### config.mk
export PLATFORM = sky130hd
export DESIGN_NAME = dcdcc_top
export DESIGN_NICKNAME = d
export VERILOG_FILES = /design/src/hdl/dcdcc_pkg.sv /design/src/hdl/dcdcc_top.sv
export SDC_FILE = /design/constraint.sdc
export NUM_CORES = 1
export LEC_CHECK = 0
export BUFFER_PORTS_ARGS = -buffer_cell sky130_fd_sc_hd__buf_4
export CAP_MARGIN = 20
export CELL_PAD_IN_SITES_DETAIL_PLACEMENT = 1
export CELL_PAD_IN_SITES_GLOBAL_PLACEMENT = 1
export CORE_AREA = 2 2 75 77
export DETAILED_ROUTE_END_ITERATION = 6
export DIE_AREA = 0 0 77 79
export GPL_TIMING_DRIVEN = 0
export PLACE_DENSITY = 0.78
export SYNTH_ARGS = -nofsm -noshare
export SYNTH_HDL_FRONTEND = slang
export SYNTH_SLANG_ARGS = --single-unit
export TNS_END_PERCENT = 100
### constraint.sdc
create_clock -name sys_clk -period 8.35 [get_ports sys_clk]
set_clock_uncertainty 0.1 [all_clocks]
set_input_delay 0.4175 -clock sys_clk [delete_from_list [all_inputs] [get_ports sys_clk]]
set_output_delay 0.4175 -clock sys_clk [all_outputs]
set_load 0.005 [all_outputs]
### src/hdl/dcdcc_pkg.sv
// Constants for the dc-dc converter digital control: register map, fields, reset values, timing.
// Assumes a 100 MHz system clock and byte-wide special-function-register access.
package dcdcc_pkg;

  // Register addresses on the special-function-register bus.
  localparam logic [7:0] DCDC_CONFIG_ADDR = 8'h96;
  localparam logic [7:0] DCDC_CONTROL_ADDR = 8'h97;

  // Reset values and writable-bit masks.
  localparam logic [7:0] DCDC_CONTROL_RESET = 8'h21;
  localparam logic [7:0] DCDC_CONFIG_RESET = 8'h00;
  localparam logic [7:0] DCDC_CONTROL_WMASK = 8'hef;
  localparam logic [7:0] DCDC_CONFIG_WMASK = 8'h7f;

  // Control register fields.
  localparam int CTL_MIN_PULSE_WIDTH_LSB = 6;
  localparam int CTL_SWSIZE_BIT = 5;
  localparam int CTL_RSVD_BIT = 4;
  localparam int CTL_SYNC_BIT = 3;
  localparam int CTL_OUTPUT_VOLTAGE_SELECT_LSB = 0;

  // Configuration register fields.
  localparam int CFG_RSVD_BIT = 7;
  localparam int CFG_DIV_LSB = 5;
  localparam int CFG_ADCINV_BIT = 4;
  localparam int CFG_CONV_CLOCK_INVERT_BIT = 3;
  localparam int CFG_ILIM_BIT = 2;
  localparam int CFG_FLOAT_BIT = 1;
  localparam int CFG_CONV_CLOCK_SOURCE_BIT = 0;

  // Clock source select encoding.
  localparam logic CLKSRC_LOCAL_OSC = 1'b0;
  localparam logic CLKSRC_SYSTEM = 1'b1;

  // Timing: the system clock period and the minimum pulse widths in ns.
  localparam int SYS_CLK_NS = 10;
  localparam int MIN_PULSE_WIDTH_01_NS = 20;
  localparam int MIN_PULSE_WIDTH_10_NS = 40;
  localparam int MIN_PULSE_WIDTH_11_NS = 80;
  localparam logic [3:0] MIN_PULSE_WIDTH_01_CYC = 4'((MIN_PULSE_WIDTH_01_NS + SYS_CLK_NS - 1) / SYS_CLK_NS);
  localparam logic [3:0] MIN_PULSE_WIDTH_10_CYC = 4'((MIN_PULSE_WIDTH_10_NS + SYS_CLK_NS - 1) / SYS_CLK_NS);
  localparam logic [3:0] MIN_PULSE_WIDTH_11_CYC = 4'((MIN_PULSE_WIDTH_11_NS + SYS_CLK_NS - 1) / SYS_CLK_NS);
  localparam logic [3:0] MIN_PULSE_WIDTH_NONE_CYC = 4'h0;

  // Target output voltages in millivolts, indexed by the voltage-select code.
  localparam logic [11:0] VOUT_MV_0 = 12'd1800;
  localparam logic [11:0] VOUT_MV_1 = 12'd1900;
  localparam logic [11:0] VOUT_MV_2 = 12'd2000;
  localparam logic [11:0] VOUT_MV_3 = 12'd2100;
  localparam logic [11:0] VOUT_MV_4 = 12'd2400;
  localparam logic [11:0] VOUT_MV_5 = 12'd2700;
  localparam logic [11:0] VOUT_MV_6 = 12'd3000;
  localparam logic [11:0] VOUT_MV_7 = 12'd3300;

endpackage

### src/hdl/dcdcc_top.sv
// Digital control of the step-up dc-dc converter: two byte registers and the control signals they steer.
// Assumes a synchronous special-function-register bus, and that the analog stage and local oscillator sit outside.
// Operation
// [RL1] Converter clock comes from the local oscillator or the system clock, chosen by one bit.
// [RL2] Divider lets system clocks above 1.6 MHz yield a 1.6 to 3.2 MHz clock.
// [RL3] Divider codes 00..11 divide by 1, 2, 4, 8; ignored with local oscillator.
// [RL4] Clock-invert bit set inverts the system clock entering the divider.
// [RL5] Source select 0 picks the local oscillator, 1 picks the system clock.
// [RL6] Sleep disables the converter; output node ties to battery by default.
// [RL7] Sleep-float bit set leaves the output node floating during sleep.
// [RL8] Minimum-pulse field in bits 7:6 gives none, 20, 40 or 80 ns.
// [RL9] Switch-size bit 5: 0 large switches, 1 small switches.
// [RL10] Sync bit 3 aligns ADC tracking and conversion clock to the switching cycle.
// [RL11] Software clears the ADC sample-clock divider while synchronisation is on.
// [RL12] Three-bit voltage code selects 1.8 to 3.3 V target output.
// [RL13] Control register resets to no minimum pulse, small switches, no sync, code 001.
// [RL14] Software should enable sync whenever the ADC runs with the converter.
// [RL15] Software only lowers the precision oscillator trim, never raises it.
// [RL16] Reserved control bit 4 reads 0 and ignores writes.
`timescale 1ns/1ns

module dcdcc_top #(
  parameter int ADDR_W = 8
) (
  // Clock and reset.
  input wire logic sys_clk,
  input wire logic rst,
  // Register bus.
  input wire logic [ADDR_W-1:0] sfr_addr,
  input wire logic sfr_wr,
  input wire logic sfr_rd,
  input wire logic [7:0] sfr_wdata,
  output logic [7:0] sfr_rdata,
  // Power mode.
  input wire logic sleep_mode,
  // Converter clock.
  output logic clock_from_system,
  output logic local_osc_enable,
  output logic conv_clk_tick,
  output logic conv_clk_phase,
  // Power stage.
  output logic conv_enable,
  output logic output_tied_to_battery,
  output logic output_floating,
  output logic [1:0] min_pulse_width,
  output logic [3:0] min_pulse_cycles,
  output logic switch_size_select,
  output logic peak_current_limit,
  output logic [2:0] output_voltage_select,
  output logic [11:0] target_output_mv,
  // ADC synchronisation.
  output logic adc_sync_enable,
  output logic adc_sar_clk_invert,
  output logic adc_sync_tick
);

  if (ADDR_W < 8)
  begin : g_addr_w_check
    $error("ADDR_W must be at least 8");
  end

  ////////////////////////////////////////////////////////////////////////////////
  // Registers.

  logic [7:0] dcdc_control_q, dcdc_control_d;
  logic [7:0] dcdc_config_q, dcdc_config_d;
  logic [7:0] rdata_q, rdata_d;
  logic hit_control, hit_config;

  always_comb
  begin
    hit_control = (sfr_addr == ADDR_W'(dcdcc_pkg::DCDC_CONTROL_ADDR));
    hit_config = (sfr_addr == ADDR_W'(dcdcc_pkg::DCDC_CONFIG_ADDR));
    dcdc_control_d = dcdc_control_q;
    dcdc_config_d = dcdc_config_q;
    if (sfr_wr && hit_control)
    begin
      dcdc_control_d = sfr_wdata & dcdcc_pkg::DCDC_CONTROL_WMASK; // RL16
    end
    if (sfr_wr && hit_config)
    begin
      dcdc_config_d = sfr_wdata & dcdcc_pkg::DCDC_CONFIG_WMASK;
    end
    rdata_d = 8'h00;
    if (sfr_rd && hit_control)
    begin
      rdata_d = dcdc_control_q;
    end
    else if (sfr_rd && hit_config)
    begin
      rdata_d = dcdc_config_q;
    end
  end

  always_ff @(posedge sys_clk)
  begin
    if (rst)
    begin
      dcdc_control_q <= dcdcc_pkg::DCDC_CONTROL_RESET; // RL13
      dcdc_config_q <= dcdcc_pkg::DCDC_CONFIG_RESET;
      rdata_q <= 8'h00;
    end
    else
    begin
      dcdc_control_q <= dcdc_control_d;
      dcdc_config_q <= dcdc_config_d;
      rdata_q <= rdata_d;
    end
  end

  assign sfr_rdata = rdata_q;

  ////////////////////////////////////////////////////////////////////////////////
  // Converter clock divider.

  logic [1:0] div_code;
  logic [2:0] div_max, div_half;
  logic src_sys, clk_inv;
  logic [2:0] div_cnt_q, div_cnt_d;
  logic tick_q, tick_d;
  logic phase_q, phase_d;

  always_comb
  begin
    src_sys = (dcdc_config_q[dcdcc_pkg::CFG_CONV_CLOCK_SOURCE_BIT] == dcdcc_pkg::CLKSRC_SYSTEM); // RL5
    clk_inv = dcdc_config_q[dcdcc_pkg::CFG_CONV_CLOCK_INVERT_BIT];
    div_code = dcdc_config_q[dcdcc_pkg::CFG_DIV_LSB +: 2];
    div_max = 3'((4'h1 << div_code) - 4'h1); // RL3
    div_half = 3'((4'h1 << div_code) >> 1);
    div_cnt_d = 3'h0;
    tick_d = 1'b0;
    phase_d = 1'b0;
    if (src_sys) // RL1
    begin
      // The count runs down so that the tick marks the start of each converter period.
      if (div_cnt_q == 3'h0 || div_cnt_q > div_max)
      begin
        div_cnt_d = div_max; // RL2
      end
      else
      begin
        div_cnt_d = div_cnt_q - 3'h1;
      end
      tick_d = (div_cnt_d == div_max);
      // With divide by one no flop can follow the clock, so the phase only shows the inversion.
      phase_d = ((div_code != 2'b00) && (div_cnt_d >= div_half)) ^ clk_inv; // RL4
    end
  end

  always_ff @(posedge sys_clk)
  begin
    if (rst)
    begin
      div_cnt_q <= 3'h0;
      tick_q <= 1'b0;
      phase_q <= 1'b0;
    end
    else
    begin
      div_cnt_q <= div_cnt_d;
      tick_q <= tick_d;
      phase_q <= phase_d;
    end
  end

  ////////////////////////////////////////////////////////////////////////////////
  // Power stage and ADC controls.

  logic sel_sys_q, osc_en_q, en_q, tied_q, float_q, sw_q, ilim_q, sync_q, adcinv_q, synctick_q;
  logic sel_sys_d, osc_en_d, en_d, tied_d, float_d, sw_d, ilim_d, sync_d, adcinv_d, synctick_d;
  logic [1:0] mpw_q, mpw_d;
  logic [3:0] mpc_q, mpc_d;
  logic [2:0] output_voltage_select_q, output_voltage_select_d;
  logic [11:0] mv_q, mv_d;

  always_comb
  begin
    sel_sys_d = src_sys; // RL1
    osc_en_d = !src_sys && !sleep_mode;
    en_d = !sleep_mode; // RL6
    float_d = sleep_mode && dcdc_config_q[dcdcc_pkg::CFG_FLOAT_BIT]; // RL7
    tied_d = sleep_mode && !dcdc_config_q[dcdcc_pkg::CFG_FLOAT_BIT]; // RL6
    ilim_d = dcdc_config_q[dcdcc_pkg::CFG_ILIM_BIT];
    mpw_d = dcdc_control_q[dcdcc_pkg::CTL_MIN_PULSE_WIDTH_LSB +: 2];
    case (mpw_d) // RL8
      2'b00: mpc_d = dcdcc_pkg::MIN_PULSE_WIDTH_NONE_CYC;
      2'b01: mpc_d = dcdcc_pkg::MIN_PULSE_WIDTH_01_CYC;
      2'b10: mpc_d = dcdcc_pkg::MIN_PULSE_WIDTH_10_CYC;
      2'b11: mpc_d = dcdcc_pkg::MIN_PULSE_WIDTH_11_CYC;
      default: mpc_d = dcdcc_pkg::MIN_PULSE_WIDTH_NONE_CYC;
    endcase
    sw_d = dcdc_control_q[dcdcc_pkg::CTL_SWSIZE_BIT]; // RL9
    sync_d = dcdc_control_q[dcdcc_pkg::CTL_SYNC_BIT]; // RL10
    // The ADC clock inversion bit only counts while synchronised, and 0 means inverted.
    adcinv_d = sync_d && !dcdc_config_q[dcdcc_pkg::CFG_ADCINV_BIT];
    synctick_d = sync_d && tick_d; // RL10
    output_voltage_select_d = dcdc_control_q[dcdcc_pkg::CTL_OUTPUT_VOLTAGE_SELECT_LSB +: 3];
    case (output_voltage_select_d) // RL12
      3'h0: mv_d = dcdcc_pkg::VOUT_MV_0;
      3'h1: mv_d = dcdcc_pkg::VOUT_MV_1;
      3'h2: mv_d = dcdcc_pkg::VOUT_MV_2;
      3'h3: mv_d = dcdcc_pkg::VOUT_MV_3;
      3'h4: mv_d = dcdcc_pkg::VOUT_MV_4;
      3'h5: mv_d = dcdcc_pkg::VOUT_MV_5;
      3'h6: mv_d = dcdcc_pkg::VOUT_MV_6;
      3'h7: mv_d = dcdcc_pkg::VOUT_MV_7;
      default: mv_d = dcdcc_pkg::VOUT_MV_1;
    endcase
  end

  always_ff @(posedge sys_clk)
  begin
    if (rst)
    begin
      sel_sys_q <= 1'b0;
      osc_en_q <= 1'b0;
      en_q <= 1'b0;
      tied_q <= 1'b0;
      float_q <= 1'b0;
      sw_q <= dcdcc_pkg::DCDC_CONTROL_RESET[dcdcc_pkg::CTL_SWSIZE_BIT];
      ilim_q <= 1'b0;
      sync_q <= 1'b0;
      adcinv_q <= 1'b0;
      synctick_q <= 1'b0;
      mpw_q <= 2'h0;
      mpc_q <= 4'h0;
      output_voltage_select_q <= dcdcc_pkg::DCDC_CONTROL_RESET[dcdcc_pkg::CTL_OUTPUT_VOLTAGE_SELECT_LSB +: 3];
      mv_q <= dcdcc_pkg::VOUT_MV_1;
    end
    else
    begin
      sel_sys_q <= sel_sys_d;
      osc_en_q <= osc_en_d;
      en_q <= en_d;
      tied_q <= tied_d;
      float_q <= float_d;
      sw_q <= sw_d;
      ilim_q <= ilim_d;
      sync_q <= sync_d;
      adcinv_q <= adcinv_d;
      synctick_q <= synctick_d;
      mpw_q <= mpw_d;
      mpc_q <= mpc_d;
      output_voltage_select_q <= output_voltage_select_d;
      mv_q <= mv_d;
    end
  end

  assign clock_from_system = sel_sys_q;
  assign local_osc_enable = osc_en_q;
  assign conv_clk_tick = tick_q;
  assign conv_clk_phase = phase_q;
  assign conv_enable = en_q;
  assign output_tied_to_battery = tied_q;
  assign output_floating = float_q;
  assign min_pulse_width = mpw_q;
  assign min_pulse_cycles = mpc_q;
  assign switch_size_select = sw_q;
  assign peak_current_limit = ilim_q;
  assign output_voltage_select = output_voltage_select_q;
  assign target_output_mv = mv_q;
  assign adc_sync_enable = sync_q;
  assign adc_sar_clk_invert = adcinv_q;
  assign adc_sync_tick = synctick_q;
endmodule

# [Word-level counts from Yosys, hierarchy flattened]
# Memories as Yosys holds them, arrays and structs flattened. A register that Yosys moved wholly into a read port is not among the register bits.
# Index checks and enable logic that the tools add are counted.
[word_totals] ff_bits=58 latch_bits=0 mem_bits_rw=0 rom_bits=80 output_inout_bits=41 mem_count=1
[memory_table] memory="(no name shown)" depth=8 word_bits=10 rd=1 rd_ports_with_merged_regs=1 wr=0 line="dcdcc_top.sv:198" source="case (output_voltage_select_d)"
[op_classes] addsub=2 n_mul=0 div_mod_pow=0 n_lt_le_gt_ge=2 eq_ne=6 n_shift=1 n_mux=6 bitwise=3 n_reduce_logical=20
[op_table] cell="equality test 8 bit (second input constant)" count=2
[op_table] cell="case mux 4 bit (4 select lines)" count=1
[op_table] cell="logical AND 1 bit" count=10
[op_table] cell="two-way mux 8 bit" count=1
[op_table] cell="two-way mux 7 bit" count=1
[op_table] cell="two-way mux 3 bit" count=2
[op_table] cell="subtractor 3 x 1 -> 3 bit (second input constant)" count=2
[op_table] cell="equality test 2 bit (second input constant)" count=2
[op_table] cell="logical NOT 1 bit" count=4
[op_table] cell="<< shifter 1 x 2 -> 4 bit (first input constant)" count=1
[op_table] cell="equality test 3 bit" count=1
[op_table] cell=">= comparator 3 bit" count=1
[op_table] cell="> comparator 3 bit" count=1
[op_table] cell="logical NOT 3 bit" count=1
[op_table] cell="OR reduction 3 bit" count=1
[op_table] cell="equality test 2 x 1 -> 1 bit (second input constant)" count=1
[op_table] cell="logical NOT 2 bit" count=1
[op_table] cell="NOT 1 bit" count=2
[op_table] cell="nonzero test 2 bit" count=1
[op_table] cell="OR reduction 2 bit" count=1
[op_table] cell="logical OR 1 bit" count=1
[op_table] cell="two-way mux 1 bit" count=1
[op_table] cell="bitwise XOR 1 bit" count=1

# [Longest topological paths before layout]
# Gate-level depths: netlist (run 1).
[logic_depth] ltp_word=9 mapped_depth=13

# [Least setup slack after synthesis (run 1)]
# OpenSTA, ideal clock, no wires.
[synth_timing] kind="register to register" from="reg dcdc_config_q[6]" to="reg phase_q, in the netlist conv_clk_phase" t_arrival_ns=2.567 required_time_ns=8.178 slack_ns=5.611 stages_incl_launch_ff=14 period_less_slack_ns=2.739 cell_sequence="dfxtp_1 -> buf_2 -> nand2_1 -> ha_1 -> or2_2 -> o311ai_2 -> nand2_1 -> mux2i_1 -> ha_1 -> nand2b_1 -> a21o_1 -> a41o_1 -> nand3_1 -> mux2i_1"
[synth_between] elab_chain_len=9
[synth_rtl] element="start, declared" line="dcdcc_top.sv:66" source="logic [7:0] dcdc_config_q, dcdc_config_d;"
[synth_rtl] element="start signal, assigned" line="dcdcc_top.sv:100" source="dcdc_config_q <= dcdcc_pkg::DCDC_CONFIG_RESET;"
[synth_rtl] element="start signal, assigned" line="dcdcc_top.sv:106" source="dcdc_config_q <= dcdc_config_d;"
[synth_rtl] element="<< shifter 1 x 2 -> 4 bit" line="dcdcc_top.sv:129" source="div_half = 3'((4'h1 << div_code) >> 1);"
[synth_rtl] element="subtractor 3 x 1 -> 3 bit" line="dcdcc_top.sv:128" source="div_max = 3'((4'h1 << div_code) - 4'h1);"
[synth_rtl] element="> comparator 3 bit" line="dcdcc_top.sv:136" source="if (div_cnt_q == 3'h0 || div_cnt_q > div_max)"
[synth_rtl] element="logical OR 1 bit" line="dcdcc_top.sv:136"
[synth_rtl] element="two-way mux 3 bit" line="dcdcc_top.sv:136"
[synth_rtl] element="two-way mux 3 bit" line="dcdcc_top.sv:133" source="if (src_sys)"
[synth_rtl] element=">= comparator 3 bit" line="dcdcc_top.sv:146" source="phase_d = ((div_code != 2'b00) && (div_cnt_d >= div_half)) ^ clk_inv;"
[synth_rtl] element="logical AND 1 bit (*)" line="dcdcc_top.sv:146"
[synth_rtl] element="bitwise XOR 1 bit (*)" line="dcdcc_top.sv:146"
[synth_rtl] element="end signal, assigned" line="dcdcc_top.sv:162" source="phase_q <= phase_d;"
[synth_rtl] element="end, declared" line="dcdcc_top.sv:121" source="logic phase_q, phase_d;"
# Every way passes the cells marked *; elsewhere a longest branch is shown, timed or not. The select of a mux whose other input is x is not followed.
# A chain may end at the register's enable or synchronous reset.

# [Worst setup path after layout (run 1)]
[layout_timing] from="reg dcdc_config_q[5]" to="reg phase_q, in the netlist conv_clk_phase"
# Same word-level chain as after synthesis.

==> results of run 1 <==
==> cells by family after synthesis <==
logic type,share of synthesized area
compound gates,0.0575
xor+xnor,0.00830
fa+ha+maj,0.0652
buf+inv,0.0468
flops,0.512
mux,0.104
other cells,0.00178
simple gates,0.204
==> cell usage in the layout (no fill, tap or decap), types with 4 or more instances in the layout <==
master    count
nor2b_1      10
nand2b_1     11
nand2_1      13
inv_1         8
buf_4        60
ha_1         11
clkbuf_1      6
dfxtp_1      54
or2_2         5
a21oi_1       4
a21o_1        4
clkbuf_8      5
buf_2         4
mux2i_1      22
nor2_1       30
==> power by group through the flow <==
stage               Combinational [uW]  Sequential, uW  Clock [uW]
finish                            17.7             259         172
global route                      19.4             259         190
CTS                               18.0             259         178
detailed placement                17.9             265           0
global placement                  17.7             265           0
floorplan                         7.28             265           0
==> synth_stat cells <==
| cell type | instances |
|---|---|
| buf_4 | 4 |
| a21oi_1 | 4 |
| nor2_1 | 30 |
| a211o_1 | 3 |
| clkbuf_1 | 5 |
| and2_1 | 1 |
| dfxtp_1 | 54 |
| nor3_1 | 1 |
| mux2i_1 | 22 |
| ha_1 | 11 |
| nor3b_2 | 1 |
| nand3b_1 | 1 |
| nor4bb_1 | 1 |
| nand3_2 | 1 |
| nand3_1 | 3 |
| nor3b_1 | 2 |
| or2_1 | 1 |
| and3b_1 | 1 |
| conb_1 | 1 |
| a311oi_1 | 1 |
| xor2_1 | 2 |
| or2_2 | 5 |
| nand2b_1 | 11 |
| o311ai_2 | 1 |
| inv_1 | 8 |
| nand2_1 | 13 |
| o21ai_0 | 2 |
| a21o_1 | 4 |
| and4b_1 | 1 |
| buf_2 | 4 |
| nor2b_1 | 10 |
| a41o_1 | 1 |
==> per-layer routing <==
metal | part of all wire | global-route usage | vias up
met5 | 0 | 0 | -
met4 | 0.014 | 0.0589 | 0
met3 | 0.045 | 0.0443 | 6
met2 | 0.49 | 0.299 | 33
met1 | 0.46 | 0.199 | 739
li1 | - | - | 809
==> worst register-to-register path, stage by stage, from the launching register on <==
cell      delay (ps)
dfxtp_1          490
nand2_1          170
ha_1             310
or2_2            300
o311ai_2         100
nand2_1          250
mux2i_1          280
ha_1             270
nand2b_1         140
a21o_1           180
a41o_1           200
nand3_1          100
mux2i_1          180
==> cell type report <==
class                           count  area, um2
Timing Repair Buffer               56        420
Inverter                            8       30.0
Clock inverter                      2       37.5
Tap cell                           72       90.1
Fill cell                         628       2600
Multi-Input combinational cell    137        938
Buffer                             13       68.8
Sequential cell                    54       1080
Clock buffer                        6       72.6
==> worst max path at each step <==
| stage | start | depth (start not counted) | to | slack, ps |
|---|---|---|---|---|
| global placement | dcdc_config_q[6] | 13 | conv_clk_phase | 5300 |
| floorplan | dcdc_config_q[6] | 13 | conv_clk_phase | 5610 |
| finish | dcdc_config_q[5] | 12 | conv_clk_phase | 5220 |
| detailed placement | dcdc_config_q[6] | 13 | conv_clk_phase | 5250 |
| global route | dcdc_config_q[6] | 13 | conv_clk_phase | 4920 |
| CTS | dcdc_config_q[5] | 12 | conv_clk_phase | 5210 |
==> flip-flops by register name (all words and copies together), names as in the netlist <==
signal	flops
conv_clk_phase	1
conv_enable	1
output_voltage_select	2
adc_sync_tick	1
adc_sync_enable	1
peak_current_limit	1
dcdc_control_q	7
output_tied_to_battery	1
output_floating	1
sfr_rdata	8
min_pulse_width	2
min_pulse_cycles	3
clock_from_system	1
target_output_mv	10
switch_size_select	1
conv_clk_tick	1
adc_sar_clk_invert	1
div_cnt_q	3
dcdc_config_q	7
local_osc_enable	1
==> stage by stage <==
stage	cells	cell area (um2)
3_5_place_dp	340	2630
6_report	348	2740
3_3_place_gp	340	2630
4_1_cts	348	2740
2_1_floorplan	212	2120
5_1_grt	348	2740
==> results.yml, run 1 <==
clocking:
  cts.hold.buffers_added: 0
  cts_sinks: 54
  cts_tree: "yes"
  root_buffer: "clkbuf_8"
  cts_buffer_depth: 2
  cts_buffers: 5
  cts_resized: 0
  path_clk_slew_ps: 90
  post_cts_buffers: 0
  htreeDepth: 2
  clk_latency_ps: 300
drt:
  first_pass_iters: 4
  num_vias: 1587
  dr.first_iter.drc_count: 79
  drc: 0
  vias_per_cell: 4.56
  ant_nets: 0
  wirelength_um: 4710
  drt-wirelength-per-cell_um: 13.5
pwr:
  power.leakage_uw: 0.00130
  seqPwrFrac: 0.577
  cellPowerDensity_mw_per_mm2: 164
  ir_worst_vdd_mv: 0.104
  pwr-share-clk: 0.383
  power_uw: 448
  p_switching_uw: 90.6
  swShare: 0.202
  internal-power_uw: 358
  p_comb_frac: 0.040
yosys:
  avgSynthCellArea_um2: 10.1
  ys_types: 32
  yosys_warnings: 0
  synth_top_area_share: 0.512
  synth_area_leaders: "dfxtp_1 51%, mux2i_1 10%, ha_1 6.5%, nor2_1 5.3%, nand2b_1 3.3%"
  yosys.area.top_type: "dfxtp_1"
  syn_area_mm2: 0.00211
  seq_area_frac_synth: 0.512
  ys_ff_latch: 54
  synth_cells: 210
setup_path:
  path_cells: "nand2_1 -> ha_1 -> or2_2 -> o311ai_2 -> nand2_1 -> mux2i_1 -> ha_1 -> nand2b_1 -> a21o_1 -> a41o_1 -> nand3_1 -> mux2i_1"
  crit_fanout: 8
  cp-start-kind: "flip-flop"
  endpoint_kind: "flip-flop"
  cp_data_arrival_time_ps: 3270
  crit_family: "simple AND/OR/NAND/NOR gates"
  reg2reg_slack_ps: 5220
  worst_ep_required_time_ps: 8490
  crit_buf_inv: 0
  crit_type: "flip-flop to flip-flop"
  r2r_end: "conv_clk_phase"
  max_stage_delay_ps: 490
  critPathSlowestCell: "dfxtp_1"
  timing.rr.start: "dcdc_config_q[5]"
  rr_worst_depth: 12
floorplan:
  dieArea_mm2: 0.00608
  die-height_um: 79
  start_util: 0.395
  io_pins: 62
  std_cell_rows: 27
  die_w_um: 77
  core_area_mm2: 0.00534
place:
  pre_cts_slack_ps: 5250
  hpwl_um: 3480
  gp_congestion: 0.757
  portBuffers: 56
global_route:
  gr-total-overflow: 0
  grt_usage: 0.169
  grt_pass1_wl_um: 8090
  antenna_found_initial: 0
  first_global_vias: 1728
  grt_max_degree: 17
timing:
  worst_slack_ps: 5220
  setup_viol_count_final: 0
  drv_slew: 0
  hold_viol: 0
  fmaxAchievable_mhz: 319
  relSlewSlack: 0.638
  layout_min_cycle_time_ps: 3130
  max_slew.worst_pin.slew_ps: 543
  finalCritPeriodShare: 0.375
  final.setup.tns_ps: 0
  worst_hold_slack_ps: 187
  rsz0062_at_grt: "false"
worst_hold_path:
  hold_start: "sleep_mode"
  min-delay-path-class: "input port to flip-flop"
  hold_depth: 2
  hold_path_end: "conv_enable"
layout:
  final_layout_size_suffix_gt1_frac: 0.286
  antenna_cells: 0
  final_util: 0.513
  area_growth_pct: 29.8
  fin_nets: 307
flow_run:
  maxCapViolations: 0
status:
  status: "complete, no violations"
No activity file was read; power rests on OpenSTA's default activity.
==> run 2: changes to the inputs <==
--- a/config.mk
+++ b/config.mk
@@ -9,11 +9,11 @@
 export CAP_MARGIN = 20
 export CELL_PAD_IN_SITES_DETAIL_PLACEMENT = 1
 export CELL_PAD_IN_SITES_GLOBAL_PLACEMENT = 1
-export CORE_AREA = 2 2 75 77
+export CORE_AREA = 2 2 82 84
 export DETAILED_ROUTE_END_ITERATION = 6
-export DIE_AREA = 0 0 77 79
+export DIE_AREA = 0 0 84 86
 export GPL_TIMING_DRIVEN = 0
-export PLACE_DENSITY = 0.78
+export PLACE_DENSITY = 0.69
 export SYNTH_ARGS = -nofsm -noshare
 export SYNTH_HDL_FRONTEND = slang
 export SYNTH_SLANG_ARGS = --single-unit
==> constraint.sdc (replaced) <==
create_clock -name sys_clk -period 2.8 [get_ports sys_clk]
set_clock_uncertainty 0.1 [all_clocks]
set_input_delay 0.14 -clock sys_clk [delete_from_list [all_inputs] [get_ports sys_clk]]
set_output_delay 0.14 -clock sys_clk [all_outputs]
set_load 0.005 [all_outputs]
==> run 2 against run 1 <==
Cell count is 6.6% higher. Combinational power grew to 3.7 times the previous value. Wire length rose by 10%. Largest power group unchanged. Register-to-register slack got worse by 5100 ps. Maximum frequency rose by 18%. Clock power grew 140%. Non-clock buffer count increased by 19. Die area up 19%.
==> results.yml, run 2 (synthesized netlist as in run 1, its figures left out) <==
timing:
  drv_slew: 0
  setup_viol_count_final: 0
  rsz0062_at_grt: "true"
  final.setup.tns_ps: 0
  finalCritPeriodShare: 0.948
  worst_hold_slack_ps: 116
  relSlewSlack: 0.649
  hold_viol: 0
  max_slew.worst_pin.slew_ps: 527
  fmaxAchievable_mhz: 377
  layout_min_cycle_time_ps: 2660
setup_path:
  crit_fanout: 5
  worst_ep_required_time_ps: 2940
  reg2reg_slack_ps: 140
  path_cells: "or2_4 -> ha_4 -> nand3_4 -> o311ai_4 -> nand2_2 -> mux2i_4 -> ha_1 -> nand2b_4 -> a21o_1 -> a41o_1 -> nand3_2 -> mux2i_1"
  crit_type: "flip-flop to flip-flop"
  timing.rr.start: "dcdc_config_q[6]"
  max_stage_delay_ps: 390
  cp-start-kind: "flip-flop"
  endpoint_kind: "flip-flop"
  cp_data_arrival_time_ps: 2790
  critPathSlowestCell: "dfxtp_4"
  rr_worst_depth: 12
  r2r_end: "conv_clk_phase"
global_route:
  grt_usage: 0.152
  gr-total-overflow: 0
  grt_pass1_wl_um: 8630
  first_global_vias: 1762
  grt_max_degree: 16
  antenna_found_initial: 0
worst_hold_path:
  min-delay-path-class: "input port to flip-flop"
  hold_depth: 3
  hold_start: "sfr_addr[0]"
  hold_path_end: "sfr_rdata[7]"
drt:
  first_pass_iters: 4
  num_vias: 1698
  drt-wirelength-per-cell_um: 14.0
  dr.first_iter.drc_count: 22
  vias_per_cell: 4.58
  drc: 0
  wirelength_um: 5190
  ant_nets: 0
clocking:
  cts_tree: "yes"
  htreeDepth: 2
  root_buffer: "clkbuf_8"
  clk_latency_ps: 300
  cts_buffer_depth: 2
  cts_buffers: 5
  path_clk_slew_ps: 90
  cts_sinks: 54
pwr:
  cellPowerDensity_mw_per_mm2: 417
  ir_worst_vdd_mv: 0.229
  power.leakage_uw: 0.00141
floorplan:
  start_util: 0.336
  core_area_mm2: 0.00628
  die-height_um: 86
  std_cell_rows: 29
  io_pins: 62
  die_w_um: 84
  dieArea_mm2: 0.00722
layout:
  final_layout_size_suffix_gt1_frac: 0.340
  final_cell_mix: "70 x buf_4, 52 x dfxtp_1, 30 x nor2_1, 21 x mux2i_1, 11 x nand2_1"
  final_util: 0.478
  fin_nets: 326
  largest_reg_flops: 10
  final_common_cell: "buf_4"
  area_growth_pct: 42.0
  fin_cells: 371
  antenna_cells: 0
status:
  status: "complete, no violations"
place:
  hpwl_um: 3590
  gp_congestion: 0.776
  portBuffers: 56
  dp.cells: 345
flow_run:
  maxCapViolations: 0
[run 2: power breakdown]
group	switching [uW]	leakage, uW	internal, uW	total [uW]
Clock	243	0.0000373	172	415
Combinational	26.4	0.000935	39.1	65.6
Sequential	1.20	0.000438	768	769
Total	270	0.00141	979	1250
[run 2: repair_timing]
item | CTS | global route
endpoints found under the setup margin | 1 | 1
hold buffers | 10 | 0
pin swaps | 3 | 9
hold endpoints to repair | 16 | 0
gates cloned | 0 | 0
resized for setup | 11 | 13
setup buffers | 6 | 4
[run 2: cell type report]
type | instances | area (um2)
fill | 729 | 3280
sequential | 54 | 1090
multi-input combinational | 137 | 1040
timing repair buffer | 76 | 596
tap | 77 | 96.3
clock buffer | 6 | 72.6
buffer | 12 | 63.8
inverter | 8 | 30.0
clock inverter | 1 | 7.51
[run 2: through the flow]
step	instance area, um2	setup slack, ps	total power [uW]
after global routing	3000	-10.6	1300
after global placement	2640	-236	843
after CTS	2900	18.0	1270
after floorplan	2120	61.4	811
after detailed placement	2640	-264	844
final	3000	145	1250
[run 2: critical path, delay by kind of cell, from the launching register on]
family	cells	cell delay (ps)
DFF	1	390
muxes	2	380
adders and majority gates	2	580
AOI/OAI and AO/OA	3	450
and+or+nand+nor	5	690
[run 2: routing by layer]
metal	track usage	vias up	part of all wire
met4	0.0616	0	0.015
met2	0.265	39	0.51
li1	-	846	-
met3	0.0327	7	0.039
met5	0	-	0
met1	0.182	806	0.43
[run 2: how the worst max path moves through the flow]
| stage | depth (start not counted) | start | to |
|---|---|---|---|
| after floorplan | 13 | dcdc_config_q[6] | conv_clk_phase |
| after global placement | 13 | dcdc_config_q[6] | conv_clk_phase |
| after detailed placement | 13 | dcdc_config_q[6] | conv_clk_phase |
| after CTS | 13 | dcdc_config_q[6] | conv_clk_phase |
| after global routing | 12 | dcdc_config_q[6] | conv_clk_phase |
| final | 12 | dcdc_config_q[6] | conv_clk_phase |
==> run 3: changes to the inputs <==
==> config.mk (replaced) <==
export PLATFORM = sky130hd
export DESIGN_NAME = dcdcc_top
export DESIGN_NICKNAME = d
export VERILOG_FILES = /design/src/hdl/dcdcc_pkg.sv /design/src/hdl/dcdcc_top.sv
export SDC_FILE = /design/constraint.sdc
export NUM_CORES = 1
export LEC_CHECK = 0
export CAP_MARGIN = 20
export CELL_PAD_IN_SITES_DETAIL_PLACEMENT = 1
export CELL_PAD_IN_SITES_GLOBAL_PLACEMENT = 1
export CORE_AREA = 2 2 74 76
export DETAILED_ROUTE_END_ITERATION = 6
export DIE_AREA = 0 0 76 78
export DONT_BUFFER_PORTS = 1
export GPL_TIMING_DRIVEN = 0
export PLACE_DENSITY = 0.73
export SYNTH_ARGS = -nofsm -noshare
export SYNTH_HDL_FRONTEND = slang
export SYNTH_SLANG_ARGS = --single-unit
export TNS_END_PERCENT = 10
==> run 3 against run 2 <==
First-iteration DRC count is 68% higher. Register-to-register slack got worse by 90 ps. Non-clock buffer count fell by 57. Utilization up 3.3 points. Critical path depth up 1. Maximum frequency decreased by 3.4%. Die area decreased by 18%. Worst setup slack lost 93 ps. Clock power rose by 12%. Clock-buffer cell count did not move. Critical path type unchanged.
==> results.yml, run 3 (synthesized netlist as in run 1, its figures left out) <==
pwr:
  power.leakage_uw: 0.00114
  cellPowerDensity_mw_per_mm2: 497
  ir_worst_vdd_mv: 0.253
drt:
  dr.first_iter.drc_count: 37
  vias_per_cell: 4.95
  ant_nets: 0
  wirelength_um: 4850
  drt-wirelength-per-cell_um: 15.7
  first_pass_iters: 4
  drc: 0
  num_vias: 1524
setup_path:
  rr_worst_depth: 13
  crit_type: "flip-flop to flip-flop"
  critPathSlowestCell: "dfxtp_2"
  max_stage_delay_ps: 330
  timing.rr.start: "dcdc_config_q[6]"
  path_cells: "buf_6 -> or2_4 -> ha_4 -> nand3_4 -> o311ai_4 -> nand2_2 -> mux2i_2 -> ha_1 -> nand2b_4 -> a21o_1 -> a41o_1 -> nand3_2 -> mux2i_1"
  crit_fanout: 6
  crit_family: "simple AND/OR/NAND/NOR gates"
  reg2reg_slack_ps: 50
  crit_start: "dcdc_config_q[6]"
  r2r_end: "conv_clk_phase"
  cp-start-kind: "flip-flop"
  crit_buf_inv: 1
  endpoint_kind: "flip-flop"
  worst_ep_required_time_ps: 2950
  cp_data_arrival_time_ps: 2890
global_route:
  antenna_found_initial: 0
  first_global_vias: 1560
  grt_pass1_wl_um: 7700
  grt_max_degree: 18
  grt_usage: 0.165
  gr-total-overflow: 0
worst_hold_path:
  hold_depth: 3
  hold_start: "sfr_addr[2]"
  hold_path_end: "sfr_rdata[7]"
  min-delay-path-class: "input port to flip-flop"
floorplan:
  std_cell_rows: 26
  io_pins: 62
  start_util: 0.419
  die-height_um: 78
  core_area_mm2: 0.00504
  die_w_um: 76
  dieArea_mm2: 0.00593
timing:
  fmaxAchievable_mhz: 364
  drv_slew: 0
  rsz0062_at_grt: "true"
  layout_min_cycle_time_ps: 2750
  max_slew.worst_pin.slew_ps: 570
  relSlewSlack: 0.620
  setup_viol_count_final: 0
  final.setup.tns_ps: 0
  finalCritPeriodShare: 0.982
  hold_viol: 0
  worst_slack_ps: 51.8
place:
  gp_congestion: 0.764
  hpwl_um: 3170
  dp.cells: 282
  portBuffers: 0
  pre_cts_slack_ps: -230
layout:
  area_growth_pct: 21.9
  final_cell_mix: "52 x dfxtp_1, 30 x nor2_1, 21 x mux2i_1, 12 x buf_4, 11 x nand2_1"
  largest_reg_flops: 10
  fin_cells: 308
  antenna_cells: 0
  fin_nets: 269
  final_util: 0.510
  final_common_cell: "dfxtp_1"
  fillers: 575
  final_layout_size_suffix_gt1_frac: 0.189
clocking:
  cts_tree: "yes"
  clk_latency_ps: 310
  cts_buffers: 5
  cts_sinks: 54
  htreeDepth: 2
  path_clk_slew_ps: 90
  cts_buffer_depth: 2
  root_buffer: "clkbuf_8"
flow_run:
  maxCapViolations: 0
status:
  status: "complete, no violations"
run 3: final cells by class:
cell class / instances / area (um2) / share of cell area
Sequential cell: 54 / 1090 / 0.422
Multi-Input combinational cell: 137 / 1030 / 0.402
Timing Repair Buffer: 18 / 160 / 0.0623
Tap cell: 70 / 87.6 / 0.0340
Clock buffer: 6 / 82.6 / 0.0321
Buffer: 13 / 75.1 / 0.0292
Inverter: 8 / 30.0 / 0.0117
Clock inverter: 2 / 16.3 / 0.00632
run 3: power by group:
part	internal [uW]	switching (uW)
logic	20.8	21.7
registers	769	1.82
clock network	204	261
run 3: worst reg2reg max path, delay by kind of cell, from the launching register on:
kind            cells  cell delay (ps)
flops               1              330
mux                 2              420
simple gates        5              670
fa+ha+maj           2              510
compound gates      3              520
buf+inv             1              130
run 3: how the worst max path moves through the flow:
| stage | to | slack, ps | depth (start not counted) |
|---|---|---|---|
| finish | conv_clk_phase | 50 | 13 |
| global route | conv_clk_phase | -80 | 13 |
| CTS | conv_clk_phase | 10 | 13 |
| detailed placement | conv_clk_phase | -230 | 13 |
| global placement | conv_clk_phase | -230 | 13 |
| floorplan | conv_clk_phase | 60 | 13 |
run 3: through the flow:
stage | area (um2) | total power, uW | hold slack, ps
floorplan | 2120 | 811 | 112
detailed placement | 2210 | 818 | 123
global route | 2570 | 1320 | 102
CTS | 2500 | 1290 | 94.4
global placement | 2210 | 818 | 114
finish | 2570 | 1280 | 89.6
run 3: metal layers:
layer / vias to the layer above / global-route usage / share of wire
met1: 725 / 0.213 / 0.45
met3: 13 / 0.0430 / 0.038
met2: 47 / 0.262 / 0.48
met4: 0 / 0.0727 / 0.029
li1: 739 / - / -
met5: - / 0 / 0
run 3: repair_timing:
action / CTS / global route
hold buffers: 10 / 0
setup endpoints to repair: 1 / 1
pin swaps: 3 / 8
endpoints found under the hold margin: 19 / 0
resized for setup: 13 / 8
setup buffers: 4 / 4
